[src/pkg/cdb_pkg.sv]
// Constants, register map and carrier types for the comparator conditioning block
//==============================================================
// Overview of operation
// - Comparators 1-3 each have a debounce enable
// - Filtered output low when comparator off or below
// - Debounce change with output high raises interrupt
// - Four hysteresis enables in bits 3:0, reset 0
// - Eight-bit reference DAC code, reset zero
// - Select bit picks comparator 3 interrupt source
// - Bit 7 starts valley detection, reset 0
// - Delay code zero bypasses blanking delay
// - Code N delays 2(N-1) to 2N, saturating
//==============================================================
package cdb_pkg;

    //==============================================================
    // Timing
    localparam int CDB_CLK_HZ = 40_000_000; // System clock rate
    localparam int CDB_DBC_CLK_HZ = 8_000_000; // Debounce clock rate
    // Debounce tick divider, 40 MHz down to 8 MHz
    localparam int CDB_DBC_DIV = CDB_CLK_HZ / CDB_DBC_CLK_HZ;
    localparam int CDB_DBC_PERIODS = 3; // Ticks of stable input before output moves
    localparam int CDB_LEB_STEP_NS = 125; // One delay step, two 16 MHz cycles
    // Delay step in system cycles, rounded up
    localparam int CDB_LEB_STEP_CYC = (CDB_LEB_STEP_NS * (CDB_CLK_HZ / 1_000_000) + 999) / 1000;
    localparam int CDB_LEB_SAT_STEPS = 48; // Saturated step count for codes 11xxxx

    //==============================================================
    // Register offsets (byte addresses)
    localparam int CDB_ADDR_W = 5;
    localparam logic [4:0] CDB_OFS_FILT = 5'h00; // comparator_filter_enable
    localparam logic [4:0] CDB_OFS_HYST = 5'h04; // comparator_hysteresis_enable
    localparam logic [4:0] CDB_OFS_DAC = 5'h08; // cmp3_reference_dac_code
    localparam logic [4:0] CDB_OFS_LEB = 5'h0C; // cmp3_blanking_control
    localparam logic [4:0] CDB_OFS_CEN = 5'h10; // Comparator enables
    localparam logic [4:0] CDB_OFS_STAT = 5'h14; // Interrupt status, write one to clear
    localparam logic [4:0] CDB_OFS_MASK = 5'h18; // Interrupt mask
    localparam logic [4:0] CDB_OFS_LIVE = 5'h1C; // Live conditioned outputs

    //==============================================================
    // Field positions and reset values
    localparam int CDB_FILT_LSB = 5; // Filter enables sit in bits 7:5, a..c
    localparam int CDB_LEB_START_BIT = 7;
    localparam int CDB_LEB_SEL_BIT = 6;
    localparam logic [7:0] CDB_RST_BYTE = 8'h00; // All documented registers reset to zero
    localparam logic [1:0] CDB_RESP_OK = 2'h0;
    localparam logic [1:0] CDB_RESP_DECERR = 2'h3;
    localparam int CDB_NCMP = 3; // Debounced comparators a, b, c

    // Analog-facing control bundle
    typedef struct packed {
        logic [7:0] cmp3_reference_dac_code;
        logic cmp_c_hyst_en;
        logic cmp_b_hyst_en;
        logic cmp_a_hyst_en;
        logic cmp_z_hyst_en;
    } cdb_analog_t;

    // Blanking control register layout
    typedef struct packed {
        logic valley_detect_start;
        logic cmp_c_irq_source_sel;
        logic [5:0] blanking_delay_code;
    } cdb_leb_t;

endpackage : cdb_pkg

[src/verilog/cdb_blank.sv]
// Leading-edge blanking delay for the valley detection path
`timescale 1ns/1ps
`default_nettype none
module cdb_blank
    import cdb_pkg::*;
#(
    parameter int STEP_CYC = CDB_LEB_STEP_CYC,
    parameter int SAT_STEPS = CDB_LEB_SAT_STEPS
) (
    input wire logic aclk,
    input wire logic aresetn,
    input wire logic ce,
    input wire cdb_leb_t ctl,
    input wire logic din, // Filtered comparator c level
    output logic dout // valley_detect_out
);

    logic [5:0] steps; // Effective step count after saturation
    logic [7:0] total; // Blanking length in system cycles
    logic [7:0] cnt_r; // Remaining blanking cycles

    //==============================================================
    // Saturate codes 11xxxx
    always_comb begin
        steps = ctl.blanking_delay_code;
        if (ctl.blanking_delay_code[5:4] == 2'b11) begin
            steps = 6'(SAT_STEPS);
        end
        total = 8'(steps * STEP_CYC);
    end

    //==============================================================
    // Blanking counter: reloaded while the signal is low
    always_ff @(posedge aclk) begin
        if (!aresetn) begin
            cnt_r <= 8'h00;
        end else if (ce) begin
            if (!din || !ctl.valley_detect_start) begin
                cnt_r <= total;
            end else if (cnt_r != 8'h00) begin
                cnt_r <= cnt_r - 8'h01;
            end
        end
    end

    // Code zero skips the counter entirely
    assign dout = ctl.valley_detect_start && din
                  && (ctl.blanking_delay_code == 6'h00 || cnt_r == 8'h00);

endmodule : cdb_blank
`default_nettype wire

[src/verilog/cdb_filter.sv]
// Debounce filter for one comparator output
`timescale 1ns/1ps
`default_nettype none
module cdb_filter
    import cdb_pkg::*;
#(
    parameter int PERIODS = CDB_DBC_PERIODS
) (
    input wire logic aclk,
    input wire logic aresetn,
    input wire logic ce,
    input wire logic tick, // Debounce clock tick
    input wire logic filter_en,
    input wire logic din, // Synchronised, enable-gated comparator level
    output logic dout
);

    logic filt_r; // Accepted stable level
    logic [2:0] cnt_r; // Ticks seen with input differing

    //==============================================================
    // Stability counter
    // Tracks the input even while disabled, so enabling never glitches
    always_ff @(posedge aclk) begin
        if (!aresetn) begin
            filt_r <= 1'b0;
            cnt_r <= 3'h0;
        end else if (ce) begin
            if (!filter_en || din == filt_r) begin
                // Follow directly, restart window
                filt_r <= din;
                cnt_r <= 3'h0;
            end else if (tick) begin
                // Phase of first tick is random: 2 to 3 debounce periods
                if (cnt_r == 3'(PERIODS - 1)) begin
                    filt_r <= din;
                    cnt_r <= 3'h0;
                end else begin
                    cnt_r <= cnt_r + 3'h1;
                end
            end
        end
    end

    // Bypass path adds no cycle when filtering is off
    assign dout = filter_en ? filt_r : din;

endmodule : cdb_filter
`default_nettype wire

[src/verilog/cdb_top.sv]
// Comparator debounce, hysteresis, DAC code and blanking with AXI4-Lite registers
//
// Chosen here: the register addresses and the AXI4-Lite interface to the registers.
`timescale 1ns/1ps
`default_nettype none
module cdb_top
    import cdb_pkg::*;
(
    input wire logic aclk,
    input wire logic aresetn,
    input wire logic ce,
    // AXI4-Lite slave
    input wire logic [CDB_ADDR_W-1:0] s_axi_awaddr,
    input wire logic s_axi_awvalid,
    output logic s_axi_awready,
    input wire logic [31:0] s_axi_wdata,
    input wire logic [3:0] s_axi_wstrb,
    input wire logic s_axi_wvalid,
    output logic s_axi_wready,
    output logic [1:0] s_axi_bresp,
    output logic s_axi_bvalid,
    input wire logic s_axi_bready,
    input wire logic [CDB_ADDR_W-1:0] s_axi_araddr,
    input wire logic s_axi_arvalid,
    output logic s_axi_arready,
    output logic [31:0] s_axi_rdata,
    output logic [1:0] s_axi_rresp,
    output logic s_axi_rvalid,
    input wire logic s_axi_rready,
    // Raw comparator outputs from the analog side
    input wire logic cmp_a_out,
    input wire logic cmp_b_out,
    input wire logic cmp_c_out,
    // Conditioned interrupt signals
    output logic cmp_a_irq,
    output logic cmp_b_irq,
    output logic cmp_c_irq,
    // Analog controls and summary interrupt
    output var cdb_analog_t analog_ctl,
    output logic irq
);

    //==============================================================
    // Register storage
    logic [2:0] filt_en_r; // a, b, c debounce enables
    logic [3:0] hyst_r; // z, a, b, c hysteresis
    logic [7:0] dac_r; // Reference DAC code
    cdb_leb_t leb_r; // Blanking control
    logic [3:0] cen_r; // Comparator enables, bit n is comparator n
    logic [2:0] stat_r; // Sticky events a, b, c
    logic [2:0] mask_r; // Interrupt mask

    //==============================================================
    // Bus handshake state
    logic aw_held_r;
    logic w_held_r;
    logic [CDB_ADDR_W-1:0] awaddr_r;
    logic [7:0] wbyte_r;
    logic wstrb0_r;
    logic wr_go; // Both halves of a write present
    logic [CDB_ADDR_W-1:0] wr_addr;
    logic [7:0] wr_data;
    logic wr_lane;
    logic wr_hit; // Address decodes to a register
    logic [31:0] rd_mux;
    logic rd_hit;

    //==============================================================
    // Signal path
    logic [2:0] pin_meta_r; // First synchroniser stage
    logic [2:0] pin_sync_r; // Second stage, the only reader of the first
    logic [2:0] cmp_lvl; // Enable-gated comparator levels
    logic [2:0] cmp_dbc; // Straight out of the debounce filter
    logic [2:0] cmp_filt; // After the debounce filter, forced low while disabled
    logic [2:0] irq_sig; // Interrupt path per comparator
    logic [2:0] irq_sig_d_r; // For edge detection
    logic [2:0] chg_evt; // Debounce setting changed while high
    logic valley_detect_out;
    logic [2:0] tick_div_r;
    logic tick;

    //==============================================================
    // Debounce clock tick, one cycle in five
    always_ff @(posedge aclk) begin
        if (!aresetn) begin
            tick_div_r <= 3'h0;
        end else if (ce) begin
            tick_div_r <= (tick_div_r == 3'(CDB_DBC_DIV - 1)) ? 3'h0 : tick_div_r + 3'h1;
        end
    end
    assign tick = (tick_div_r == 3'(CDB_DBC_DIV - 1));

    //==============================================================
    // Per-comparator synchroniser, gating and filter
    genvar gi;
    generate
        for (gi = 0; gi < CDB_NCMP; gi++) begin : g_cmp
            // Pins are asynchronous to aclk
            always_ff @(posedge aclk) begin
                if (!aresetn) begin
                    pin_meta_r[gi] <= 1'b0;
                    pin_sync_r[gi] <= 1'b0;
                end else if (ce) begin
                    pin_meta_r[gi] <= (gi == 0) ? cmp_a_out : (gi == 1) ? cmp_b_out : cmp_c_out;
                    pin_sync_r[gi] <= pin_meta_r[gi];
                end
            end
            // Disabled comparator reads low
            assign cmp_lvl[gi] = pin_sync_r[gi] & cen_r[gi + 1];
            cdb_filter u_filt (
                .aclk(aclk),
                .aresetn(aresetn),
                .ce(ce),
                .tick(tick),
                .filter_en(filt_en_r[gi]),
                .din(cmp_lvl[gi]),
                .dout(cmp_dbc[gi])
            );
            // Filter may still hold a high level after a disable, so gate it again
            assign cmp_filt[gi] = cmp_dbc[gi] & cen_r[gi + 1];
            // A write that flips this enable while the output is high raises the event
            assign chg_evt[gi] = wr_go && wr_lane && wr_addr == CDB_OFS_FILT
                                 && wr_data[CDB_FILT_LSB + gi] != filt_en_r[gi]
                                 && irq_sig[gi];
        end
    endgenerate

    // Valley detection with leading-edge blanking
    cdb_blank u_blank (
        .aclk(aclk),
        .aresetn(aresetn),
        .ce(ce),
        .ctl(leb_r),
        .din(cmp_filt[2]),
        .dout(valley_detect_out)
    );

    assign irq_sig[0] = cmp_filt[0];
    assign irq_sig[1] = cmp_filt[1];
    assign irq_sig[2] = leb_r.cmp_c_irq_source_sel ? valley_detect_out : cmp_filt[2];
    assign cmp_a_irq = irq_sig[0];
    assign cmp_b_irq = irq_sig[1];
    assign cmp_c_irq = irq_sig[2];

    //==============================================================
    // AXI write channel capture: address and data in either order
    always_ff @(posedge aclk) begin
        if (!aresetn) begin
            aw_held_r <= 1'b0;
            w_held_r <= 1'b0;
            awaddr_r <= '0;
            wbyte_r <= 8'h00;
            wstrb0_r <= 1'b0;
        end else if (ce) begin
            if (wr_go) begin
                aw_held_r <= 1'b0;
                w_held_r <= 1'b0;
            end else begin
                if (s_axi_awvalid && s_axi_awready) begin
                    aw_held_r <= 1'b1;
                    awaddr_r <= s_axi_awaddr;
                end
                if (s_axi_wvalid && s_axi_wready) begin
                    w_held_r <= 1'b1;
                    wbyte_r <= s_axi_wdata[7:0];
                    wstrb0_r <= s_axi_wstrb[0];
                end
            end
        end
    end

    // Held response blocks new writes until bready
    assign s_axi_awready = !aw_held_r && !s_axi_bvalid;
    assign s_axi_wready = !w_held_r && !s_axi_bvalid;
    assign wr_go = (aw_held_r || (s_axi_awvalid && s_axi_awready))
                   && (w_held_r || (s_axi_wvalid && s_axi_wready));
    assign wr_addr = aw_held_r ? awaddr_r : s_axi_awaddr;
    assign wr_data = w_held_r ? wbyte_r : s_axi_wdata[7:0];
    assign wr_lane = w_held_r ? wstrb0_r : s_axi_wstrb[0];
    assign wr_hit = (wr_addr[1:0] == 2'b00) && (wr_addr <= CDB_OFS_LIVE);

    //==============================================================
    // Write response
    always_ff @(posedge aclk) begin
        if (!aresetn) begin
            s_axi_bvalid <= 1'b0;
            s_axi_bresp <= CDB_RESP_OK;
        end else if (ce) begin
            if (wr_go) begin
                s_axi_bvalid <= 1'b1;
                s_axi_bresp <= wr_hit ? CDB_RESP_OK : CDB_RESP_DECERR;
            end else if (s_axi_bready) begin
                s_axi_bvalid <= 1'b0;
            end
        end
    end

    //==============================================================
    // Control registers, byte lane 0 only
    always_ff @(posedge aclk) begin
        if (!aresetn) begin
            filt_en_r <= 3'h0;
            hyst_r <= 4'h0;
            dac_r <= CDB_RST_BYTE;
            leb_r <= cdb_leb_t'(CDB_RST_BYTE);
            cen_r <= 4'h0;
            mask_r <= 3'h0;
        end else if (ce && wr_go && wr_lane) begin
            case (wr_addr)
                CDB_OFS_FILT: filt_en_r <= wr_data[CDB_FILT_LSB +: CDB_NCMP];
                CDB_OFS_HYST: hyst_r <= wr_data[3:0];
                CDB_OFS_DAC: dac_r <= wr_data;
                CDB_OFS_LEB: leb_r <= cdb_leb_t'(wr_data);
                CDB_OFS_CEN: cen_r <= wr_data[3:0];
                CDB_OFS_MASK: mask_r <= wr_data[2:0];
                default: ; // Status and live are handled elsewhere or read-only
            endcase
        end
    end

    //==============================================================
    // Sticky status: rising interrupt signal or a risky filter change
    // Set wins over the write-one clear of the same cycle
    always_ff @(posedge aclk) begin
        if (!aresetn) begin
            stat_r <= 3'h0;
            irq_sig_d_r <= 3'h0;
        end else if (ce) begin
            irq_sig_d_r <= irq_sig;
            stat_r <= (stat_r & ~((wr_go && wr_lane && wr_addr == CDB_OFS_STAT)
                                  ? wr_data[2:0] : 3'h0))
                      | (irq_sig & ~irq_sig_d_r) | chg_evt;
        end
    end

    // Level interrupt, high while any unmasked bit is set
    assign irq = |(stat_r & mask_r);

    //==============================================================
    // Read path
    always_comb begin
        rd_mux = 32'h0000_0000;
        rd_hit = 1'b1;
        case (s_axi_araddr)
            CDB_OFS_FILT: rd_mux[CDB_FILT_LSB +: CDB_NCMP] = filt_en_r;
            CDB_OFS_HYST: rd_mux[3:0] = hyst_r;
            CDB_OFS_DAC: rd_mux[7:0] = dac_r;
            CDB_OFS_LEB: rd_mux[7:0] = leb_r;
            CDB_OFS_CEN: rd_mux[3:0] = cen_r;
            CDB_OFS_STAT: rd_mux[2:0] = stat_r;
            CDB_OFS_MASK: rd_mux[2:0] = mask_r;
            CDB_OFS_LIVE: rd_mux[3:0] = {valley_detect_out, irq_sig[2], irq_sig[1], irq_sig[0]};
            default: rd_hit = 1'b0; // Unmapped reads zero with an error
        endcase
    end

    assign s_axi_arready = !s_axi_rvalid;

    // Read data registered, one cycle after the address is taken
    always_ff @(posedge aclk) begin
        if (!aresetn) begin
            s_axi_rvalid <= 1'b0;
            s_axi_rdata <= 32'h0000_0000;
            s_axi_rresp <= CDB_RESP_OK;
        end else if (ce) begin
            if (s_axi_arvalid && s_axi_arready) begin
                s_axi_rvalid <= 1'b1;
                s_axi_rdata <= rd_mux;
                s_axi_rresp <= rd_hit ? CDB_RESP_OK : CDB_RESP_DECERR;
            end else if (s_axi_rready) begin
                s_axi_rvalid <= 1'b0;
            end
        end
    end

    assign analog_ctl = {dac_r, hyst_r};
endmodule : cdb_top
`default_nettype wire
[config.mk]
export PLATFORM = sky130hd
export DESIGN_NAME = cdb_top
export DESIGN_NICKNAME = d
export VERILOG_FILES = /design/src/pkg/cdb_pkg.sv /design/src/verilog/cdb_blank.sv /design/src/verilog/cdb_filter.sv /design/src/verilog/cdb_top.sv
export SDC_FILE = /design/constraint.sdc
export NUM_CORES = 1
export LEC_CHECK = 0
export ABC_AREA = 1
export BUFFER_PORTS_ARGS = -buffer_cell sky130_fd_sc_hd__buf_2
export CORE_MARGIN = 8
export CORE_UTILIZATION = 40
export CTS_BUF_LIST = sky130_fd_sc_hd__clkbuf_8
export DETAILED_ROUTE_END_ITERATION = 7
export PLACE_DENSITY_LB_ADDON = 0.25
export SLEW_MARGIN = 25
export SYNTH_ARGS = -nofsm -noshare
export SYNTH_HDL_FRONTEND = slang
export SYNTH_SLANG_ARGS = --single-unit
[constraint.sdc]
create_clock -name aclk -period 2.4 [get_ports aclk]
set_input_delay 0.36 -clock aclk [delete_from_list [all_inputs] [get_ports aclk]]
set_output_delay 0.36 -clock aclk [all_outputs]
set_load 0.01 [all_outputs]
# After elaboration in Yosys (flattened, before gate mapping)
# Index checks and enable logic that the tools add are counted.
totals:
  wordCells: 200
  register_bits: 95
  input_bits: 57
  out_inout_bits: 57
op_classes:
  multipliers: 1
  n_mux: 45
  n_reduce_logical: 76
  bitwise: 14
  n_lt_le_gt_ge: 1
  eq_ne: 24
  add_sub_neg: 5
op_table:
  columns: ["cell", "n"]
  rows:
  - ["equality test 5 bit, second input constant", 7]
  - ["two-way mux 3 bit", 11]
  - ["AND reduction 2 bit", 16]
  - ["two-way mux 8 bit", 3]
  - ["two-way mux 1 bit", 23]
  - ["nonzero test 2 bit", 11]
  - ["case mux 3 bit (7 select lines)", 1]
  - ["equality test 5 x 4 -> 1 bit, second input constant", 4]
  - ["logical AND 1 bit", 20]
  - ["AND reduction 3 bit", 5]
  - ["adder 3 x 1 -> 3 bit, second input constant", 4]
  - ["equality test 5 x 3 -> 1 bit, second input constant", 2]
  - ["zero test 5 bit", 2]
  - ["AND 3 bit", 3]
  - ["equality test 3 x 2 -> 1 bit, second input constant", 3]
  - ["zero test 1 bit", 9]
  - ["case mux 3 bit (3 select lines)", 1]
  - ["zero test 8 bit", 1]
  - ["multiplier 6 x 3 -> 8 bit, second input constant", 1]
  - ["nonzero test 8 bit", 1]
  - ["OR reduction 8 bit", 1]
  - ["subtractor 8 x 1 -> 8 bit, second input constant", 1]
  - ["logical OR 1 bit", 7]
  - ["AND 1 bit", 6]
  - ["other kinds (16)", 23]

# Depth between registers and ports, before layout
depth:
  word_depth: 12
  mapped_depth: 15
  mapped_depth_nobuf: 15

# By module
# Synthesis repeated with hierarchy kept, for this count alone.
hier_totals:
  hier_cells: 828
  area_unflattened_um2: 5484.0
by_module_without_submodules:
  columns: ["module", "area_each_um2", "seq_area_each_um2", "n_inst", "cells_per_inst"]
  rows:
  - ["cdb_top", 3707.3, 1461.4, 1, 541]
  - ["cdb_filter", 305.3, 80.1, 3, 49]
  - ["cdb_blank", 860.8, 160.2, 1, 140]

# Worst setup path after synthesis
# OpenSTA, ideal clock, no wires.
synth_timing:
  path_type: "reg2reg"
  startpoint: "reg leb_r[5] (netlist bit)"
  endpoint: "reg u_blank.cnt_r[7]"
  path_stages_with_launch: 15
  t_arrival_ns: 2.054
  setup_slack_ns: 0.229
  setup_ns: 0.117
  n_path_buf: 1
  period_less_slack_ns: 2.171
  required_ns: 2.283
  path_cell_list: "dfxtp_1 > clkbuf_1 > a21oi_1 > ha_1 > ha_1 > inv_1 > fa_1 > o21ai_0 > a21oi_1 > inv_1 > nand2_1 > nand3_1 > nand2_1 > nor2_1 > nor2_1"
synth_via:
  elab_chain_len: 4
synth_rtl:
  columns: ["item", "line", "text"]
  rows:
  - ["start, declared", "cdb_top.sv:48", "cdb_leb_t leb_r;"]
  - ["start signal, assigned", "cdb_top.sv:205", "leb_r <= cdb_leb_t'(CDB_RST_BYTE);"]
  - ["start signal, assigned", "cdb_top.sv:213", "CDB_OFS_LEB: leb_r <= cdb_leb_t'(wr_data);"]
  - ["equality test 2 bit", "cdb_blank.sv:26", "if (ctl.blanking_delay_code[5:4] == 2'b11) begin"]
  - ["two-way mux 6 bit (*)", "cdb_blank.sv:26", null]
  - ["multiplier 6 x 3 -> 8 bit (*)", "cdb_blank.sv:29", "total = 8'(steps * STEP_CYC);"]
  - ["two-way mux 8 bit (*)", "cdb_blank.sv:38", "if (!din || !ctl.valley_detect_start) begin"]
  - ["end signal, assigned", "cdb_blank.sv:39", "cnt_r <= total;"]
  - ["end signal, assigned", "cdb_blank.sv:41", "cnt_r <= cnt_r - 8'h01;"]
  - ["end, declared", "cdb_blank.sv:20", "logic [7:0] cnt_r;"]
# Mark *: on every way between the ends. The rest lies on a longest branch, timed or not.
# A chain may end at the register's enable or synchronous reset.

# Worst setup path in the final report
layout_timing:
  startpoint: "reg u_blank.cnt_r[0]"
  endpoint: "out cmp_c_irq"
layout_via:
  elab_chain_len: 4
layout_rtl:
  columns: ["item", "line", "text"]
  rows:
  - ["zero test 8 bit", "cdb_blank.sv:48", "&& (ctl.blanking_delay_code == 6'h00 || cnt_r == 8'h00);"]
  - ["logical OR 1 bit", "cdb_blank.sv:48", null]
  - ["logical AND 1 bit", "cdb_blank.sv:48", null]
  - ["two-way mux 1 bit", "cdb_top.sv:140", "assign irq_sig[2] = leb_r.cmp_c_irq_source_sel ? valley_detect_out : cmp_filt[2];"]
  - ["end, declared", "cdb_top.sv:37", "output logic cmp_c_irq,"]
# Every way passes these cells.

==> impl_metrics.yaml <==
timing:
  tightest_slew_ns: 0.519
  timing.final.crit_share: 0.907
  finalSetupTns_ns: 0
  fin_crit_ns: 2.18
  hold_slack_ns: 0.207
  relSlewSlack: 0.650
  finalSetupViolations: 0
  hold_viol_final: 0
  grt_setup_unrepaired: "no"
  slew_viol_final: 0
  max_freq_mhz: 459
  clock_skew_ns: 0.00869
critical_path:
  critPathTopFamily: "simple AND/OR/NAND/NOR gates"
  endpoint: "cmp_c_irq"
  setup.worst_path.class: "reg2out"
  crit_top_cell: "nand2_1"
  crit_slowest_cell: "dfxtp_1"
  start_kind: "register"
  worstPathArrival_ns: 1.82
  end_kind: "primary output"
  cp_cell_sequence: "inv_1 > ha_1 > nand3_1 > o21ai_0 > nand2_1 > nand2_1 > buf_2"
  ff2ff_setup_slack_ns: 0.25
  slowest_delay_ns: 0.32
  cp_max_fo: 4
  cp.depth: 7
  reg2reg_depth: 13
  required_ns: 2.04
  crit_start: "u_blank.cnt_r[0]"
  r2r_end: "u_blank.cnt_r[7]"
  path_buf_inv: 2
  r2r-start: "leb_r[5]"
drt:
  first_iter_violations: 286
  post_drt_wl_per_cell_um: 13.2
  viasPerCell: 4.73
  final_antenna_net_count: 0
  drc_errors: 0
  firstDrtPassIters: 5
  via_count: 4740
  wirelength_um: 13200
yosys:
  synthAdderAreaFrac: 0.0310
  yosys.cell_types.count: 41
  synth_area_leader_cell: "dfxtp_1"
  synth_common_cells: "nand2_1 (158), inv_1 (107), nor2_1 (94)"
  synth_compound_area_frac: 0.180
  yosysWarningCount: 0
  synth_most_common_cell: "nand2_1"
  synth_enable_flop_cells: 0
  synth_top_area_share: 0.366
  synth_seq_cells: 93
  netlist_top_cells_area: "dfxtp_1 (37%), nand2_1 (12%), inv_1 (7.9%)"
  seq_area_frac_synth: 0.366
  syn_inst: 767
  ys.flop_type: "dfxtp_1"
  muxShareOfSynthArea: 0
  async_reset_ff_frac: 0
  synthSimpleGateAreaFrac: 0.270
  postSynthAreaPerCell_um2: 6.64
  netlist_area_mm2: 0.00509
  synth_top_family_by_area: "simple AND/OR/NAND/NOR gates"
  synth-xor-area-share: 0.0138
floorplanning:
  core_area_mm2: 0.0125
  dieArea_mm2: 0.0166
  ioPinCount: 114
  initial_core_util: 0.407
  die_w_um: 129
  num_rows: 41
  die_h_um: 129
power_and_ir_drop:
  p_per_area_mw_per_mm2: 530
  ir_drop_v: 0.000259
  p_leak_nw: 2.55
  total_power_mw: 3.02
clock_tree:
  cts_tree: "built"
  ctsResizeCount: 0
  htree_levels: 3
  post_cts_buffers: 0
  clock_path_buffers: 2
  cts.hold.buffers_added: 0
  path_clk_slew_ns: 0.08
  insertion_delay_ns: 0.38
  cts_root_buf: "clkbuf_8"
  cts.sinks: 93
  numCtsBuffers: 9
worst_hold_path:
  hold_path.class: "in2reg"
placement:
  dp_hpwl_um: 10200
  placed_cells: 990
  routabilityCongestion: 0.871
  port_buffers: 62
grt:
  grt_max_degree: 31
  grt_pass1_vias: 4427
  grt_pass1_wl_um: 21700
  grt_usage: 0.165
  antenna_found_initial: 0
  overflow: 0
layout:
  antennaDiodeCount: 0
  syn_to_final_growth_pct: 11.9
  fin_cells: 1003
  layout-drive-gt1-share: 0.136
  fin_nets: 898
run_status:
  status: "completed"
job:
  max-cap-violations: 0
-- tightest hold or removal path, cell delays in order --
cell and delay (ns):
buf_2 0.08, nor2_1 0.03, nor2_1 0.08
-- placed cells by master, fill, tap and decap left out, types with 2 or more instances in the layout --
cell / instances
conb_1: 24
inv_1: 107
nor3_1: 14
nand2_1: 158
a31oi_1: 2
buf_4: 15
a211oi_1: 5
nor2_1: 94
inv_2: 3
nand2_2: 5
or2_2: 4
o21a_1: 2
clkbuf_8: 12
nand3_1: 28
buf_2: 62
o211ai_1: 5
o22ai_1: 2
o21ai_1: 4
xor2_1: 5
nor3b_1: 2
o21ai_0: 69
nand4_1: 8
ha_1: 11
dfxtp_1: 92
nor2_2: 3
a21oi_1: 77
xnor2_1: 3
-- layout make-up --
| cell class | instances | area (um^2) |
|---|---|---|
| Fill cell | 1333 | 6820 |
| Tap cell | 172 | 215 |
| Timing Repair Buffer | 77 | 423 |
| Inverter | 110 | 413 |
| Clock buffer | 12 | 165 |
| Sequential cell | 93 | 1860 |
| Multi-Input combinational cell | 538 | 2610 |
| Clock inverter | 1 | 7.51 |
-- state kept, by name (all words and copies together), names as in the netlist, 4 cells and up --
signal              flops
hyst_r                  4
u_blank.cnt_r           8
leb_r                   8
dac_r                   8
awaddr_r                5
s_axi_rdata             8
wbyte_r                 8
g_cmp.u_filt.cnt_r      9
cen_r                   4
-- per-stage QoR --
step            util  area [um^2]  worst slack [ns]
2_1_floorplan      -         5180             0.229
6_report       0.455         5700             0.222
5_1_grt        0.455         5700            0.0211
3_5_place_dp   0.441         5520             0.137
3_3_place_gp   0.441         5520             0.174
4_1_cts        0.455         5690             0.125
-- report_power, final --
group | internal (mW) | leakage [nW] | switching, mW
Clock | 0.445 | 0.0864 | 0.537
Sequential | 1.59 | 0.756 | 0.0321
Combinational | 0.130 | 1.71 | 0.285
-- worst min-delay path by stage --
stage | startpoint | endpoint | slack [ns] | cells after the start
2_1_floorplan | awaddr_r[4] | awaddr_r[4] | 0.42 | 2
3_3_place_gp | awaddr_r[4] | awaddr_r[4] | 0.44 | 2
3_5_place_dp | awaddr_r[4] | awaddr_r[4] | 0.44 | 2
4_1_cts | cmp_a_out | pin_meta_r[0] | 0.19 | 3
5_1_grt | cmp_a_out | pin_meta_r[0] | 0.19 | 3
6_report | cmp_a_out | pin_meta_r[0] | 0.21 | 3
-- kinds of logic after synthesis --
group | count (synthesis)
buffers and inverters | 159
AO/OA/AOI/OAI | 171
flip-flops | 93
adder cells (fa/ha/maj) | 12
AND/OR/NAND/NOR | 323
other | 1
XOR/XNOR | 8
-- metal layers --
layer | global-route usage | vias to the layer above | share of wire
met5 | 0 | - | 0
met4 | 0.0428 | 0 | 0.015
met3 | 0.0517 | 14 | 0.059
met2 | 0.272 | 86 | 0.48
met1 | 0.204 | 2107 | 0.45
li1 | - | 2533 | -
No activity file was read; power rests on OpenSTA's default activity.
